--- src/core/odts_pkg.sv ---
package odts_pkg;

  // Divider chain: bit e of the chain toggles at oscillator / 2^e
  localparam int ODTS_CHAIN_W = 18;
  localparam int ODTS_BIT_OSC = 0;
  localparam int ODTS_BIT_HALF1 = 1;
  localparam int ODTS_BIT_HALF2 = 2;
  localparam int ODTS_BIT_DIV8 = 5;
  localparam int ODTS_BIT_RIPPLE0 = 6;
  localparam int ODTS_BIT_LAST = 17;
  localparam int ODTS_BIT_CHOP = 5;
  localparam int ODTS_BIT_SAMPLE = 12;
  localparam int ODTS_BIT_FIX24K = 13;

  // Octave code and exponent arithmetic
  localparam logic [3:0] ODTS_CODE_MIN = 4'h2;
  localparam logic [3:0] ODTS_CODE_MAX = 4'he;
  localparam logic [4:0] ODTS_EXP_BASE = 5'h0e;
  localparam logic [4:0] ODTS_EXP_SPLIT = 5'h08;
  localparam logic [1:0] ODTS_ADD_TWICE = 2'h0;
  localparam logic [1:0] ODTS_ADD_DET = 2'h1;
  localparam logic [1:0] ODTS_ADD_REF = 2'h1;
  localparam logic [1:0] ODTS_ADD_2F = 2'h1;

  // Tap multiplexer select field
  localparam int ODTS_MUX_N = 8;
  localparam int ODTS_SEL_W = 3;
  localparam int ODTS_GATE_BIT = 3;
  localparam logic [3:0] ODTS_SEL_OFF = 4'h0;
  localparam logic [2:0] ODTS_SEL_CHAIN = 3'h7;

  // APB register map
  localparam int ODTS_ADDR_W = 12;
  localparam logic [11:0] ODTS_ADDR_CTRL = 12'h000;
  localparam logic [11:0] ODTS_ADDR_STATUS = 12'h004;
  localparam logic [11:0] ODTS_ADDR_COUNT = 12'h008;
  localparam int ODTS_CTRL_TTL_ALLOW = 0;
  localparam int ODTS_CTRL_DIV_CLEAR = 1;
  localparam logic ODTS_CTRL_TTL_RESET = 1'b1;
  localparam int ODTS_ST_CODE = 0;
  localparam int ODTS_ST_MODE = 4;
  localparam int ODTS_ST_VALID = 5;
  localparam int ODTS_ST_TTL = 6;
  localparam int ODTS_ST_REF = 7;
  localparam int ODTS_ST_TWICE = 8;
  localparam int ODTS_ST_DET = 9;

endpackage : odts_pkg

--- src/core/odts_divider.sv ---
// Behaviour
// - Divide the oscillator into octave clocks, lowest band 1.53-3.05 kHz.
// - First two stages each halve; each stage output is also a mux tap.
// - A three-stage counter on the 50-100 MHz stage yields 6-12 MHz.
// - A twelve-stage counter on 6-12 MHz makes all lower octaves.
// - Tap selects decode combinationally from four code bits and harmonic mode.
// - Octave code bit three is the MSB; valid codes run 2 to 14.
// - Each code picks one detection octave, 25 kHz up to 200 MHz.
// - Detection equals reference normally, twice reference in harmonic mode.
// - Two cascaded muxes deliver the detection-frequency clock.
// - Reference tap retimed twice on twice-reference clock: loop and output.
// - Twice-reference from two muxes, one enabled, outputs ORed.
// - TTL reference output only for codes 2-7; off when MSB high.
// - Enabled TTL reference is a complementary true/inverse pair.
// - Fixed taps: 6-12 MHz chop sync, 24-49 kHz and 49-98 kHz.
// - The 49-98 kHz fixed tap is the data sampling clock.
// - Mux select fields: bit 0 LSB, bit 2 MSB, bit 3 gate.
`timescale 1ns/100ps
module odts_divider
  import odts_pkg::*;
#(
  parameter int CHAIN_W = ODTS_CHAIN_W
) (
  // Clock and reset; clock samples at twice the oscillator rate
  input wire logic clock,
  input wire logic rstn,
  // Octave code and mode from range-select logic
  input wire logic octave_code_msb,
  input wire logic octave_code_b1,
  input wire logic octave_code_b2,
  input wire logic octave_code_lsb,
  input wire logic harmonic_detect_select,
  // APB slave
  input wire logic psel,
  input wire logic penable,
  input wire logic pwrite,
  input wire logic [ODTS_ADDR_W-1:0] paddr,
  input wire logic [31:0] pwdata,
  input wire logic [3:0] pstrb,
  output logic [31:0] prdata,
  output logic pready,
  output logic pslverr,
  // Selected clocks
  output logic det_clk,
  output logic twice_ref_clk,
  output logic ref_loop,
  output logic ref_out,
  // TTL reference pair
  output logic ttl_ref_p,
  output logic ttl_ref_n,
  // Fixed taps
  output logic chop_sync_clk,
  output logic fixed_24k_clk,
  output logic sample_clk
);

  ////////////////////////////////////////////////////////////////////////////
  // Decode helpers

  function automatic logic [4:0] odts_exp(input logic [3:0] code, input logic [1:0] add);
    odts_exp = ODTS_EXP_BASE - {1'b0, code} + {3'h0, add};
  endfunction : odts_exp

  // Cascade: upper mux takes chain bits 0..7, lower takes 8..14 plus upper output
  function automatic logic [7:0] odts_cascade(input logic [4:0] e, input logic ok);
    logic [4:0] low;
    low = e - ODTS_EXP_SPLIT;
    if (!ok) begin
      odts_cascade = {ODTS_SEL_OFF, ODTS_SEL_OFF};
    end else if (e < ODTS_EXP_SPLIT) begin
      odts_cascade = {1'b1, e[2:0], 1'b1, ODTS_SEL_CHAIN};
    end else begin
      odts_cascade = {ODTS_SEL_OFF, 1'b1, low[2:0]};
    end
  endfunction : odts_cascade

  // Split: one of two muxes is gated on, the other held low
  function automatic logic [7:0] odts_split(input logic [4:0] e, input logic ok);
    logic [4:0] low;
    low = e - ODTS_EXP_SPLIT;
    if (!ok) begin
      odts_split = {ODTS_SEL_OFF, ODTS_SEL_OFF};
    end else if (e < ODTS_EXP_SPLIT) begin
      odts_split = {1'b1, e[2:0], ODTS_SEL_OFF};
    end else begin
      odts_split = {ODTS_SEL_OFF, 1'b1, low[2:0]};
    end
  endfunction : odts_split

  ////////////////////////////////////////////////////////////////////////////
  // Tap select decode

  logic [3:0] code;
  logic code_ok;
  logic [4:0] exp_det;
  logic [4:0] exp_ref;
  logic [4:0] exp_twice;
  logic [7:0] sel_det;
  logic [7:0] sel_ref;
  logic [7:0] sel_twice;
  logic ttl_en;
  logic ttl_allow;
  logic div_clear;

  always_comb begin
    code = {octave_code_msb, octave_code_b1, octave_code_b2, octave_code_lsb};
    code_ok = (code >= ODTS_CODE_MIN) && (code <= ODTS_CODE_MAX);
    exp_det = odts_exp(code, ODTS_ADD_DET);
    exp_ref = harmonic_detect_select ? odts_exp(code, ODTS_ADD_REF + ODTS_ADD_2F)
                                     : odts_exp(code, ODTS_ADD_REF);
    exp_twice = harmonic_detect_select ? odts_exp(code, ODTS_ADD_TWICE + ODTS_ADD_2F)
                                       : odts_exp(code, ODTS_ADD_TWICE);
    sel_det = odts_cascade(exp_det, code_ok);
    sel_ref = odts_cascade(exp_ref, code_ok);
    sel_twice = odts_split(exp_twice, code_ok);
    ttl_en = !octave_code_msb && code_ok && ttl_allow;
  end

  ////////////////////////////////////////////////////////////////////////////
  // Divider chain

  logic [CHAIN_W-1:0] chain;
  logic [CHAIN_W-1:0] next_chain;

  // One synchronous counter; every bit is one halving stage, so all taps share an edge
  always_comb begin
    next_chain = div_clear ? '0 : chain + {{(CHAIN_W-1){1'b0}}, 1'b1};
  end

  always_ff @(posedge clock or negedge rstn) begin
    if (!rstn) begin
      chain <= '0;
    end else begin
      chain <= next_chain;
    end
  end

  ////////////////////////////////////////////////////////////////////////////
  // Tap multiplexers

  logic det_hi;
  logic det_lo;
  logic ref_hi;
  logic ref_lo;
  logic twice_hi;
  logic twice_lo;

  odts_tap_mux u_det_hi (.clock(clock), .rstn(rstn), .clear(div_clear),
    .taps(chain[7:0]), .sel_field(sel_det[7:4]), .tap_out(det_hi));
  odts_tap_mux u_det_lo (.clock(clock), .rstn(rstn), .clear(div_clear),
    .taps({det_hi, chain[14:8]}), .sel_field(sel_det[3:0]), .tap_out(det_lo));
  odts_tap_mux u_ref_hi (.clock(clock), .rstn(rstn), .clear(div_clear),
    .taps(chain[7:0]), .sel_field(sel_ref[7:4]), .tap_out(ref_hi));
  odts_tap_mux u_ref_lo (.clock(clock), .rstn(rstn), .clear(div_clear),
    .taps({ref_hi, chain[14:8]}), .sel_field(sel_ref[3:0]), .tap_out(ref_lo));
  odts_tap_mux u_twice_hi (.clock(clock), .rstn(rstn), .clear(div_clear),
    .taps(chain[7:0]), .sel_field(sel_twice[7:4]), .tap_out(twice_hi));
  odts_tap_mux u_twice_lo (.clock(clock), .rstn(rstn), .clear(div_clear),
    .taps(chain[15:8]), .sel_field(sel_twice[3:0]), .tap_out(twice_lo));

  ////////////////////////////////////////////////////////////////////////////
  // Retiming and outputs

  logic twice_prev;
  logic twice_rise;
  logic next_det_clk;
  logic next_twice_ref_clk;
  logic next_twice_prev;
  logic next_ref_loop;
  logic next_ref_out;
  logic next_ttl_ref_p;
  logic next_ttl_ref_n;
  logic next_chop_sync_clk;
  logic next_fixed_24k_clk;
  logic next_sample_clk;

  // Retiming flops load on the rising twice-reference edge, seen one cycle late
  assign twice_rise = twice_ref_clk && !twice_prev;

  always_comb begin
    next_det_clk = div_clear ? 1'b0 : det_lo;
    next_twice_ref_clk = div_clear ? 1'b0 : (twice_hi | twice_lo);
    next_twice_prev = div_clear ? 1'b0 : twice_ref_clk;
    next_ref_loop = ref_loop;
    next_ref_out = ref_out;
    if (div_clear) begin
      next_ref_loop = 1'b0;
      next_ref_out = 1'b0;
    end else if (twice_rise) begin
      next_ref_loop = ref_lo;
      next_ref_out = ref_lo;
    end
    next_ttl_ref_p = ttl_en ? ref_out : 1'b0;
    next_ttl_ref_n = ttl_en ? !ref_out : 1'b0;
    next_chop_sync_clk = chain[ODTS_BIT_CHOP];
    next_fixed_24k_clk = chain[ODTS_BIT_FIX24K];
    next_sample_clk = chain[ODTS_BIT_SAMPLE];
  end

  always_ff @(posedge clock or negedge rstn) begin
    if (!rstn) begin
      det_clk <= 1'b0;
      twice_ref_clk <= 1'b0;
      twice_prev <= 1'b0;
      ref_loop <= 1'b0;
      ref_out <= 1'b0;
      ttl_ref_p <= 1'b0;
      ttl_ref_n <= 1'b0;
      chop_sync_clk <= 1'b0;
      fixed_24k_clk <= 1'b0;
      sample_clk <= 1'b0;
    end else begin
      det_clk <= next_det_clk;
      twice_ref_clk <= next_twice_ref_clk;
      twice_prev <= next_twice_prev;
      ref_loop <= next_ref_loop;
      ref_out <= next_ref_out;
      ttl_ref_p <= next_ttl_ref_p;
      ttl_ref_n <= next_ttl_ref_n;
      chop_sync_clk <= next_chop_sync_clk;
      fixed_24k_clk <= next_fixed_24k_clk;
      sample_clk <= next_sample_clk;
    end
  end

  ////////////////////////////////////////////////////////////////////////////
  // APB slave, one wait-free access phase

  logic setup;
  logic wr_done;
  logic mapped;
  logic next_ttl_allow;
  logic next_div_clear;
  logic next_pready;
  logic next_pslverr;
  logic [31:0] next_prdata;
  logic [31:0] status;

  assign setup = psel && !penable;
  assign wr_done = psel && penable && pready && pwrite;
  assign mapped = (paddr == ODTS_ADDR_CTRL) || (paddr == ODTS_ADDR_STATUS)
                  || (paddr == ODTS_ADDR_COUNT);

  always_comb begin
    status = 32'h0;
    status[ODTS_ST_CODE +: 4] = code;
    status[ODTS_ST_MODE] = harmonic_detect_select;
    status[ODTS_ST_VALID] = code_ok;
    status[ODTS_ST_TTL] = ttl_en;
    status[ODTS_ST_REF] = ref_loop;
    status[ODTS_ST_TWICE] = twice_ref_clk;
    status[ODTS_ST_DET] = det_clk;
    next_pready = setup;
    next_pslverr = setup && !mapped;
    next_prdata = prdata;
    if (setup) begin
      case (paddr)
        ODTS_ADDR_CTRL: next_prdata = {31'h0, ttl_allow};
        ODTS_ADDR_STATUS: next_prdata = status;
        ODTS_ADDR_COUNT: next_prdata = {{(32-CHAIN_W){1'b0}}, chain};
        default: next_prdata = 32'h0;
      endcase
    end
    next_ttl_allow = ttl_allow;
    // Clear is a one-cycle pulse; the bit always reads back zero
    next_div_clear = 1'b0;
    if (wr_done && (paddr == ODTS_ADDR_CTRL) && pstrb[0]) begin
      next_ttl_allow = pwdata[ODTS_CTRL_TTL_ALLOW];
      next_div_clear = pwdata[ODTS_CTRL_DIV_CLEAR];
    end
  end

  always_ff @(posedge clock or negedge rstn) begin
    if (!rstn) begin
      pready <= 1'b0;
      pslverr <= 1'b0;
      prdata <= 32'h0;
      ttl_allow <= ODTS_CTRL_TTL_RESET;
      div_clear <= 1'b0;
    end else begin
      pready <= next_pready;
      pslverr <= next_pslverr;
      prdata <= next_prdata;
      ttl_allow <= next_ttl_allow;
      div_clear <= next_div_clear;
    end
  end
endmodule : odts_divider

--- src/core/odts_tap_mux.sv ---
`timescale 1ns/100ps
module odts_tap_mux
  import odts_pkg::*;
#(
  parameter int N = ODTS_MUX_N,
  parameter int SW = ODTS_SEL_W
) (
  // Clock and reset
  input wire logic clock,
  input wire logic rstn,
  input wire logic clear,
  // Taps and select field, top bit is the gate
  input wire logic [N-1:0] taps,
  input wire logic [SW:0] sel_field,
  // Selected tap, low while gated off
  output logic tap_out
);

  logic next_tap_out;

  always_comb begin
    next_tap_out = 1'b0;
    if (!clear && sel_field[SW]) begin
      next_tap_out = taps[sel_field[SW-1:0]];
    end
  end

  always_ff @(posedge clock or negedge rstn) begin
    if (!rstn) begin
      tap_out <= 1'b0;
    end else begin
      tap_out <= next_tap_out;
    end
  end

endmodule : odts_tap_mux

--- config.mk ---
export PLATFORM = sky130hd
export DESIGN_NAME = odts_divider
export DESIGN_NICKNAME = d
export VERILOG_FILES = /design/src/core/odts_pkg.sv /design/src/core/odts_divider.sv /design/src/core/odts_tap_mux.sv
export SDC_FILE = /design/constraint.sdc
export NUM_CORES = 1
export LEC_CHECK = 0
export BUFFER_PORTS_ARGS = -buffer_cell sky130_fd_sc_hd__buf_2
export CORE_ASPECT_RATIO = 0.75
export CORE_MARGIN = 5
export CORE_UTILIZATION = 45
export DETAILED_ROUTE_END_ITERATION = 10
export GPL_TIMING_DRIVEN = 0
export HOLD_SLACK_MARGIN = 0.02
export PLACE_DENSITY = 0.83
export SETUP_SLACK_MARGIN = 0.3
export SLEW_MARGIN = 20
export SYNTH_ARGS = -nofsm -noshare
export SYNTH_HDL_FRONTEND = slang
export SYNTH_SLANG_ARGS = --single-unit
--- constraint.sdc ---
create_clock -name clock -period 1.55 [get_ports clock]
set_input_delay 0.155 -clock clock [delete_from_list [all_inputs] [get_ports clock]]
set_output_delay 0.155 -clock clock [all_outputs]
set_load 0.03 [all_outputs]
==> metrics.txt, run 1 <==
pwr/cell area=657 nW/um2; IO Pins=101; # diodes=0; slew at the pin closest to its max-slew limit=683 ps; placed insts=586; largest net degree at the start of global routing=56; Setup Skew=16.8 ps; Top FF cell, synth=dfrtp_1; metal2 WL=6110 um; most numerous cell in the Yosys netlist=dfrtp_1; Critical Path AT=2200 ps; drt pass-1 iters=5; syn_area_per_cell=8.59 um2; antenna violations before repair=0; largest area contributor in the netlist=dfrtp_1; Slowest cell on crit path=mux2_4; worst r2r src=chain[11]$_DFF_PN0_; CTS H-tree lvls=2; Final Setup Violations=9; design area=5310 um2; Slew Viols, Final=0; library cells used by synthesis=64; Inserted Clock Buffers=5; CTS root buffer=clkbuf_8; Detail Route Antenna Nets=0; Hold Crit Depth=3; max-cap viol count=0; first-pass GRT wire length=17900 um; Core ar.=7810 um2; Starting DRT DRC Count=499; HP Start=pwdata[1]; WP data required=1780 ps; critical path startpoint=octave_code_b2; Worst-path clk slew=120 ps; Post-synth top cells=54 x dfrtp_1, 46 x nand2_1, 41 x nor2_1; die height=87.1 um; Final #Nets=611; Ys Warns=0; layout cells sized above 1=43.5%; Post-synth EDFFs=0; DR WL met3=1120 um; cell mode on critical path=ha_4; critical-path cell list=buf_12 > ha_4 > buf_8 > xnor2_4 > ha_4 > and3b_2 > o21ai_4 > xnor2_2 > a21oi_2 > mux2_4 > o41ai_4; Hold Crit Class=primary input to flip-flop; FF-to-FF End=u_ref_lo.tap_out$_DFF_PN0_; Largest regs=chain (18), prdata (18); Leak=0.00249 uW; CTS tree=done; Post-synth ARST share=100%; RSZ-0062 raised after global routing=yes; nature of the critical path endpoint=flip-flop; Reg2Reg Setup Slack=-220 ps; total number of vias=3882; die area=9820 um2; Max FO, Critical Path=6; fmax=508 MHz; Buf/Inv on CP=2; Max VDD drop=0.468 mV; WL/cell=19.4 um; Cell Area, Placed=4290 um2; #FFs+latches synth=55; critical path's top delay family=compound AO/OA/AOI/OAI gates; Worst Reg-to-Reg Cells=4; Syn Inst Count=415; run status=complete, but fails checks; max incr delay on CP=330 ps; Crit Path Class=primary input to flip-flop; violated checks=setup timing; drt via density=5.94; crit share post-route=127%; clk buf depth=2; DP Wirelength=7620 um; DRC viols=0; relative max-transition margin=54.5%; Clock Sinks=55; Synth-to-Final Area Change=48.8%; synthesized cell area=3570 um2; Rows=28; Tmin final=1970 ps; DRT Wirelength=12700 um; total grt overflow=0; die width=113 um; routability cong.=0.891; Startpoint Class=primary input; worst setup margin=-418 ps; met1 WL=5210 um; fin cells=654; vias in the first global route=3497; sequential area share after synthesis=38.6%; Top Layer Used=met4; Worst Hold Endpoint=div_clear$_DFF_PN0_; Hold Fails Final Rpt=0; GRT Util Overall=22.8%; Worst-Skew Late Latency=330 ps; IO Port Bufs=53; area share of the largest cell type after synthesis=37.9%; Initial Utilization=45.6%; synth top area cells=dfrtp_1 38%, nand2_1 4.8%, nor2_1 4.3%, buf_4 3.4%, o21ai_0 2.9%
-- final cells by class --
| type | instances | area (um2) |
|---|---|---|
| Buffer | 47 | 392 |
| Clock buffer | 5 | 68.8 |
| Clock inverter | 3 | 27.5 |
| Fill cell | 550 | 2510 |
| Inverter | 11 | 48.8 |
| Multi-Input combinational cell | 316 | 2420 |
| Sequential cell | 55 | 1380 |
| Tap cell | 105 | 131 |
| Timing Repair Buffer | 112 | 830 |
-- routing by layer --
layer  GRT usage, %  vias to the layer above
li1               -                     1709
met1           30.3                     1916
met2           38.3                      222
met3           5.63                       35
met4           4.91                        0
met5              0                        -
-- report_power, final --
part	leakage, uW	internal (uW)	switching, uW
clock	0.0000463	333	516
sequential	0.000731	1490	40.2
combinational	0.00171	481	628
-- worst max-delay path by stage --
stage	slack [ps]	to	cells after the start
floorplan	-450	u_ref_hi.tap_out$_DFF_PN0_	10
global placement	-980	u_ref_hi.tap_out$_DFF_PN0_	10
detailed placement	-970	u_ref_hi.tap_out$_DFF_PN0_	10
CTS	-380	u_ref_hi.tap_out$_DFF_PN0_	11
global route	-490	u_ref_hi.tap_out$_DFF_PN0_	11
finish	-420	u_det_lo.tap_out$_DFF_PN0_	11
-- stage by stage --
step	total power (uW)	utilization, %	hold slack, ps	TNS, ps	setup WS (ps)
2_1_floorplan	2180	-	-141	-1810	-450
3_3_place_gp	2400	54.9	379	-5210	-984
3_5_place_dp	2420	54.9	234	-6110	-965
4_1_cts	3380	62.8	32.9	-1300	-383
5_1_grt	3620	67.9	45.2	-2340	-493
6_report	3490	67.9	41.3	-1930	-418
-- repair_timing --
item / 4_1_cts / 5_1_grt
pin swaps: 36 / 40
buffers inserted: 35 / 22
gates resized for setup: 58 / 48
hold endpoints to repair: 54 / 0
hold buffers: 1 / 0
setup endpoints to repair: 35 / 41
cloned: 0 / 2
-- cells in the final DEF (no fill, tap or decap), types with 5 or more instances in the layout --
| cell type | instances |
|---|---|
| a21oi_1 | 15 |
| a22oi_2 | 8 |
| and2_1 | 5 |
| buf_12 | 6 |
| buf_2 | 52 |
| buf_4 | 64 |
| buf_6 | 14 |
| buf_8 | 6 |
| clkbuf_1 | 5 |
| clkbuf_2 | 7 |
| clkbuf_8 | 8 |
| conb_1 | 14 |
| dfrtp_1 | 49 |
| dfrtp_2 | 5 |
| inv_1 | 10 |
| nand2_1 | 42 |
| nand3_1 | 13 |
| nand4_1 | 8 |
| nor2_1 | 36 |
| nor2b_1 | 7 |
| o211ai_1 | 9 |
| o21ai_0 | 10 |
| o21ai_1 | 11 |
| xnor2_1 | 9 |
| xor2_1 | 12 |
-- logic make-up after synthesis --
kind of cell / count (synthesis) / synth area share (%)
buffers and inverters: 58 / 8.35
other: 1 / 0.105
adders and majority gates: 6 / 2.04
and+or+nand+nor: 160 / 21.9
AOI/OAI and AO/OA: 101 / 19.4
xor gates and xnor gates: 25 / 6.56
DFF: 55 / 38.6
muxes: 9 / 3.02
-- worst min-delay path, delay by kind of cell --
| kind | cells | cell delay [ps] |
|---|---|---|
| buffers and inverters | 2 | 140 |
| AND/OR/NAND/NOR | 1 | 40 |
(Power assumes the default switching activity.)
==> run 2, diff against run 1 <==
Settings changed: PLACE_DENSITY 0.83 to 0.84, SYNTH_HIERARCHICAL from default to 1.
==> metrics.txt, run 2 <==
vias in the first global route=3092 (was 3497); CTS H-tree lvls=2 (unchanged); Final Setup Violations=10 (was 9); layout cells sized above 1=46.8% (was 43.5%); first-pass GRT wire length=14900 um (was 17900 um); drt pass-1 iters=5 (unchanged); most common cell after layout, fill and taps aside=buf_4 (unchanged); Setup Skew=11.2 ps (was 16.8 ps); IO Port Bufs=52 (was 53); CTS root buffer=clkbuf_8 (unchanged); #FFs+latches synth=55 (unchanged); nature of the critical path endpoint=flip-flop (unchanged); DP Wirelength=6170 um (was 7620 um); area share of the largest cell type after synthesis=39.8% (was 37.9%); die width=110 um (was 113 um); DRT Wirelength=10400 um (was 12700 um); Synth-to-Final Area Change=42.0% (was 48.8%); Slowest cell on crit path=a32o_2 (was mux2_4); Largest regs=chain (18), prdata (18) (unchanged); WP data required=1760 ps (was 1780 ps); largest area contributor in the netlist=dfrtp_1 (unchanged); Top FF cell, synth=dfrtp_1 (unchanged); Max FO, Critical Path=7 (was 6); Starting DRT DRC Count=397 (was 499); Initial Utilization=46.3% (was 45.6%); antenna violations before repair=0 (unchanged); Critical Path AT=2660 ps (was 2200 ps); Syn Inst Count=355 (was 415); CTS tree=done (unchanged); max-cap viol count=0 (unchanged); Tmin final=2450 ps (was 1970 ps); Leak=0.00215 uW (was 0.00249 uW); pwr/cell area=731 nW/um2 (was 657 nW/um2); library cells used by synthesis=54 (was 64); Inserted Clock Buffers=5 (unchanged); Final #Nets=529 (was 611); crit share post-route=158% (was 127%); Max VDD drop=0.413 mV (was 0.468 mV); GRT Util Overall=19.9% (was 22.8%); Rows=27 (was 28); Post-synth ARST share=100% (unchanged); synthesized cell area=3390 um2 (was 3570 um2); Slew Viols, Final=0 (unchanged); fin cells=569 (was 654); Worst-path clk slew=100 ps (was 120 ps); most numerous cell in the Yosys netlist=dfrtp_1 (unchanged); fmax=409 MHz (was 508 MHz); Clock Sinks=55 (unchanged); relative max-transition margin=54.4% (was 54.5%); Buf/Inv on CP=6 (was 2); clk buf depth=2 (unchanged); total number of vias=3226 (was 3882); placed insts=521 (was 586); routability cong.=0.893 (was 0.891); synth top area cells=dfrtp_1 40%, mux4_1 4.6%, nor2_1 4.1%, nand2_1 4.0%, o21ai_1 3.4% (was dfrtp_1 38%, nand2_1 4.8%, nor2_1 4.3%, buf_4 3.4%, o21ai_0 2.9%); DRC viols=0 (unchanged); RSZ-0062 raised after global routing=yes (unchanged); total grt overflow=0 (unchanged); Ys Warns=6 (was 0); Detail Route Antenna Nets=0 (unchanged); syn_area_per_cell=9.56 um2 (was 8.59 um2); Core ar.=7330 um2 (was 7810 um2); worst setup margin=-897 ps (was -418 ps); violated checks=setup timing (unchanged); die height=85.2 um (was 87.1 um); largest net degree at the start of global routing=56 (unchanged); Crit Path Class=primary input to flip-flop (unchanged); # diodes=0 (unchanged); drt via density=5.67 (was 5.94); die area=9400 um2 (was 9820 um2); sequential area share after synthesis=40.6% (was 38.6%); Post-synth EDFFs=0 (unchanged); max incr delay on CP=280 ps (was 330 ps); IO Pins=101 (unchanged); Worst-Skew Late Latency=320 ps (was 330 ps); most frequent cells in the layout=50 x buf_4, 47 x buf_2, 47 x dfrtp_1, 35 x nand2_1, 30 x nor2_1 (was 64 x buf_4, 52 x buf_2, 49 x dfrtp_1, 42 x nand2_1, 36 x nor2_1); run status=complete, but fails checks (unchanged); Hold Crit Class=primary input to flip-flop (unchanged); setup_tns=-5190 ps (was -1930 ps); Tot Pwr=3520 uW (was 3490 uW); Post-synth top cells=54 x dfrtp_1, 37 x nor2_1, 36 x nand2_1 (was 54 x dfrtp_1, 46 x nand2_1, 41 x nor2_1); WL/cell=18.2 um (was 19.4 um); slew at the pin closest to its max-slew limit=685 ps (was 683 ps); Hold WS=58.9 ps (was 41.3 ps); Hold Fails Final Rpt=0 (unchanged); Startpoint Class=primary input (unchanged); critical-path cell list=buf_12 > ha_4 > buf_8 > xnor2_4 > ha_4 > buf_6 > xnor2_2 > a32o_2 > a22oi_2 > buf_6 > nor3_4 > a32o_2 > buf_4 > mux4_2 > inv_2 > a2111oi_4 (was buf_12 > ha_4 > buf_8 > xnor2_4 > ha_4 > and3b_2 > o21ai_4 > xnor2_2 > a21oi_2 > mux2_4 > o41ai_4); critical path's top delay family=compound AO/OA/AOI/OAI gates (unchanged)
run 2: logic make-up after synthesis:
group,count (synthesis),synth area share (%)
compound gates,72,15.0
fa+ha+maj,4,1.47
simple gates,139,22.2
xor+xnor,22,5.68
other cells,1,0.111
mux,15,7.56
buf+inv,47,7.30
flops,55,40.6
run 2: layer usage:
| metal | GRT usage [%] | vias up | wire, um |
|---|---|---|---|
| met5 | 0 | - | 0 |
| met4 | 6.60 | 0 | 523 |
| met3 | 3.88 | 54 | 950 |
| met2 | 32.8 | 194 | 4790 |
| met1 | 26.1 | 1534 | 4120 |
| li1 | - | 1444 | - |
run 2: what timing repair did:
action,4_1_cts,5_1_grt
endpoints found under the hold margin,54,0
cloned,0,1
buffers inserted,24,14
setup endpoints to repair,43,38
hold buffers,1,0
pin swaps,20,24
resized for setup,53,41
run 2: final timing paths:
| kind | start | endpoint | slack (ps) | depth (start not counted) |
|---|---|---|---|---|
| worst min register to register | prdata[0]$_DFFE_PN0P_ | prdata[0]$_DFFE_PN0P_ | 490 | 2 |
| min in group asynchronous | rstn | prdata[7]$_DFFE_PN0P_ | 390 | 2 |
| max in group asynchronous | rstn | chain[2]$_DFF_PN0_ | 640 | 2 |
| worst max-delay path | octave_code_lsb | u_twice_hi/tap_out$_DFF_PN0_ | -900 | 16 |
| worst max register to register | chain[5]$_DFF_PN0_ | chain[11]$_DFF_PN0_ | -60 | 5 |
| worst min-delay path | pwdata[1] | div_clear$_DFF_PN0_ | 60 | 3 |
run 2: through the flow:
stage	setup slack, ps	cell area, um2	utilization [%]
6_report	-897	4820	65.7
3_3_place_gp	-1470	4000	54.6
5_1_grt	-934	4820	65.7
2_1_floorplan	-961	3610	-
4_1_cts	-801	4500	61.4
3_5_place_dp	-1530	4000	54.6
run 2: final cells by class:
class	count	area (um2)
fillers	508	2510
multi-input cells	266	2240
flip-flops and latches	55	1390
repair buffers	92	652
plain buffers	30	243
well taps	101	126
inverters	17	73.8
clock buffers	5	68.8
clock inverters	3	25.0
run 2: worst register-to-register path, stage by stage (launching register included):
cell and delay (ps):
dfrtp_1 580, nand2_2 160, nor3_4 360, and3_1 230, xnor2_1 130, nor2_1 60
run 2: power breakdown:
group / internal [uW] / total (uW) / switching (uW)
clock network: 331 / 851 / 520
registers: 1500 / 1550 / 53.3
logic: 492 / 1120 / 632
==> run 3, diff against run 2 <==
Clock period 1.55 ns to 2 ns, I/O delays scaled along.
==> metrics.txt, run 3 (same netlist as run 2, synthesis figures left out) <==
run status=complete, but fails checks (unchanged); violated checks=setup timing (unchanged); Rows=27 (unchanged); CTS H-tree lvls=2 (unchanged); IO Pins=101 (unchanged); die area=9400 um2 (unchanged); max incr delay on CP=500 ps (was 280 ps); most frequent cells in the layout=54 x dfrtp_1, 51 x buf_2, 36 x nand2_1, 32 x buf_4, 32 x nor2_1 (was 50 x buf_4, 47 x buf_2, 47 x dfrtp_1, 35 x nand2_1, 30 x nor2_1); Worst-path clk slew=100 ps (about the same); Buf/Inv on CP=6 (unchanged); Inserted Clock Buffers=5 (unchanged); # diodes=0 (unchanged); worst setup margin=-515 ps (was -897 ps); Synth-to-Final Area Change=32.4% (was 42.0%); most common cell after layout, fill and taps aside=dfrtp_1 (was buf_4); FF/Latch Area=1380 um2 (was 1390 um2); Hold WS=109 ps (was 58.9 ps); DP Wirelength=6250 um (was 6170 um); placed insts=521 (unchanged); max-cap viol count=0 (unchanged); Largest regs=chain (18), prdata (18) (unchanged); Slowest cell on crit path=mux4_2 (was a32o_2); critical-path cell list=buf_12 > ha_4 > buf_8 > xnor2_2 > ha_2 > buf_6 > xnor2_2 > a32o_2 > a22oi_2 > buf_6 > o211ai_4 > inv_2 > and2_4 > mux4_2 > inv_2 > a2111oi_4 (was buf_12 > ha_4 > buf_8 > xnor2_4 > ha_4 > buf_6 > xnor2_2 > a32o_2 > a22oi_2 > buf_6 > nor3_4 > a32o_2 > buf_4 > mux4_2 > inv_2 > a2111oi_4); crit path capture=u_twice_lo/tap_out$_DFF_PN0_ (was u_twice_hi/tap_out$_DFF_PN0_); vias in the first global route=2816 (was 3092); Hold Crit Class=primary input to flip-flop (unchanged); area taken by multi-input logic gates=2130 um2 (was 2240 um2); Core ar.=7330 um2 (unchanged); Reg2Reg Setup Slack=270 ps (was -60 ps); Startpoint Class=primary input (unchanged); drt via density=5.44 (was 5.67); die height=85.2 um (unchanged); DRT Wirelength=8780 um (was 10400 um); layout cells sized above 1=39.1% (was 46.8%); Critical Path AT=2690 ps (was 2660 ps); total number of vias=2983 (was 3226); DRC viols=0 (unchanged); worst r2r src=chain[0]$_DFF_PN0_ (was chain[5]$_DFF_PN0_); Crit Path Class=primary input to flip-flop (unchanged); pwr/cell area=615 nW/um2 (was 731 nW/um2); WL/cell=16.0 um (was 18.2 um); Initial Utilization=46.3% (unchanged); RSZ-0062 raised after global routing=yes (unchanged); Worst-Skew Late Latency=310 ps (was 320 ps); crit share post-route=126%; number of fill cells in the layout=609 (was 508); Setup Skew=5.06 ps (was 11.2 ps); CTS tree=done (unchanged); Clock Sinks=55 (unchanged); Leak=0.00203 uW (was 0.00215 uW); slew at the pin closest to its max-slew limit=660 ps (was 685 ps); largest net degree at the start of global routing=56 (unchanged); Tmin final=2510 ps; first-pass GRT wire length=13800 um (was 14900 um); WP depth=16 (unchanged); Final Setup Violations=6 (was 10); routability cong.=0.891 (was 0.893); Slew Viols, Final=0 (unchanged); Max FO, Critical Path=6 (was 7); Max VDD drop=0.295 mV (was 0.413 mV); Hold Fails Final Rpt=0 (unchanged); relative max-transition margin=56.0% (was 54.4%); critical path's top delay family=buffers and inverters (was compound AO/OA/AOI/OAI gates); Final #Nets=508 (was 529); IO Port Bufs=52 (unchanged); total grt overflow=0 (unchanged); GRT Util Overall=18.6% (was 19.9%); Starting DRT DRC Count=107 (was 397); fin cells=548 (was 569); fmax=398 MHz; Detail Route Antenna Nets=0 (unchanged); nature of the critical path endpoint=flip-flop (unchanged); die width=110 um (unchanged); FF-to-FF End=chain[14]$_DFF_PN0_ (was chain[11]$_DFF_PN0_); drt pass-1 iters=4 (was 5); critical path startpoint=octave_code_lsb (unchanged); Worst Reg-to-Reg Cells=6 (was 5); WP data required=2180 ps (was 1760 ps); CTS root buffer=clkbuf_8 (unchanged); antenna violations before repair=1 (was 0); clk buf depth=2 (unchanged)
==> run 3: changes by cell type in the layout (fill, tap and decap cells not counted), moves of 4 or more <==
cell / change
a22oi_1: +5
buf_6: -5
buf_2: +4
a22oi_2: -5
buf_4: -18
dfrtp_2: -7
dfrtp_1: +7
==> run 3: timing repair <==
action | 4_1_cts | 5_1_grt
resized for setup | 46 | 17
setup endpoints to repair | 11 | 15
setup buffers | 12 | 6
hold endpoints to repair | 54 | 0
hold buffers | 1 | 0
pin swaps | 19 | 7
==> run 3: worst min-delay path by stage <==
stage	startpoint	to	slack, ps	cells after the start
6_report	pwdata[0]	ttl_allow$_DFFE_PN1N_	110	2
5_1_grt	pwdata[0]	ttl_allow$_DFFE_PN1N_	120	2
4_1_cts	pwdata[0]	ttl_allow$_DFFE_PN1N_	110	2
3_5_place_dp	rstn	div_clear$_DFF_PN0_	280	1
3_3_place_gp	pwdata[0]	ttl_allow$_DFFE_PN1N_	420	2
2_1_floorplan	rstn	chain[0]$_DFF_PN0_	-100	0
==> run 3: report_power, final <==
group	internal (uW)	total [uW]	switching, uW
sequential	1160	1200	43.6
combinational	347	793	446
clock	412	769	357
==> run 3: per-stage QoR <==
stage	TNS, ps	cell area, um2	utilization [%]	total power [uW]	setup slack [ps]
2_1_floorplan	-3020	3560	-	1660	-556
3_3_place_gp	-6060	3950	53.8	1800	-1170
3_5_place_dp	-6520	3950	53.9	1820	-1210
4_1_cts	-2490	4360	59.5	2700	-459
5_1_grt	-3290	4490	61.3	2880	-599
6_report	-2780	4490	61.3	2760	-515
==> run 3: layer usage <==
layer / GRT usage [%] / wire length [um] / vias to the layer above
met1: 26.1 / 3860 / 1457
li1: - / - / 1402
met5: 0 / 13 / -
met3: 2.28 / 490 / 12
met4: 5.93 / 129 / 2
met2: 29.8 / 4290 / 110
==> run 3: final cells by class <==
type	count	area share (%)
buffer	30	5.04
clock buffer	6	1.84
clock inverter	2	0.863
inverter	17	1.48
multi-input combinational	266	47.4
sequential	55	30.7
tap	101	2.81
timing repair buffer	71	9.89
==> run 3: worst reg2reg max path, stage by stage, from the launching register on <==
cell,delay [ps]
dfrtp_1,530
ha_1,270
nand4_1,160
nor2_2,250
nand3_1,130
xor2_1,190
nor2_1,80
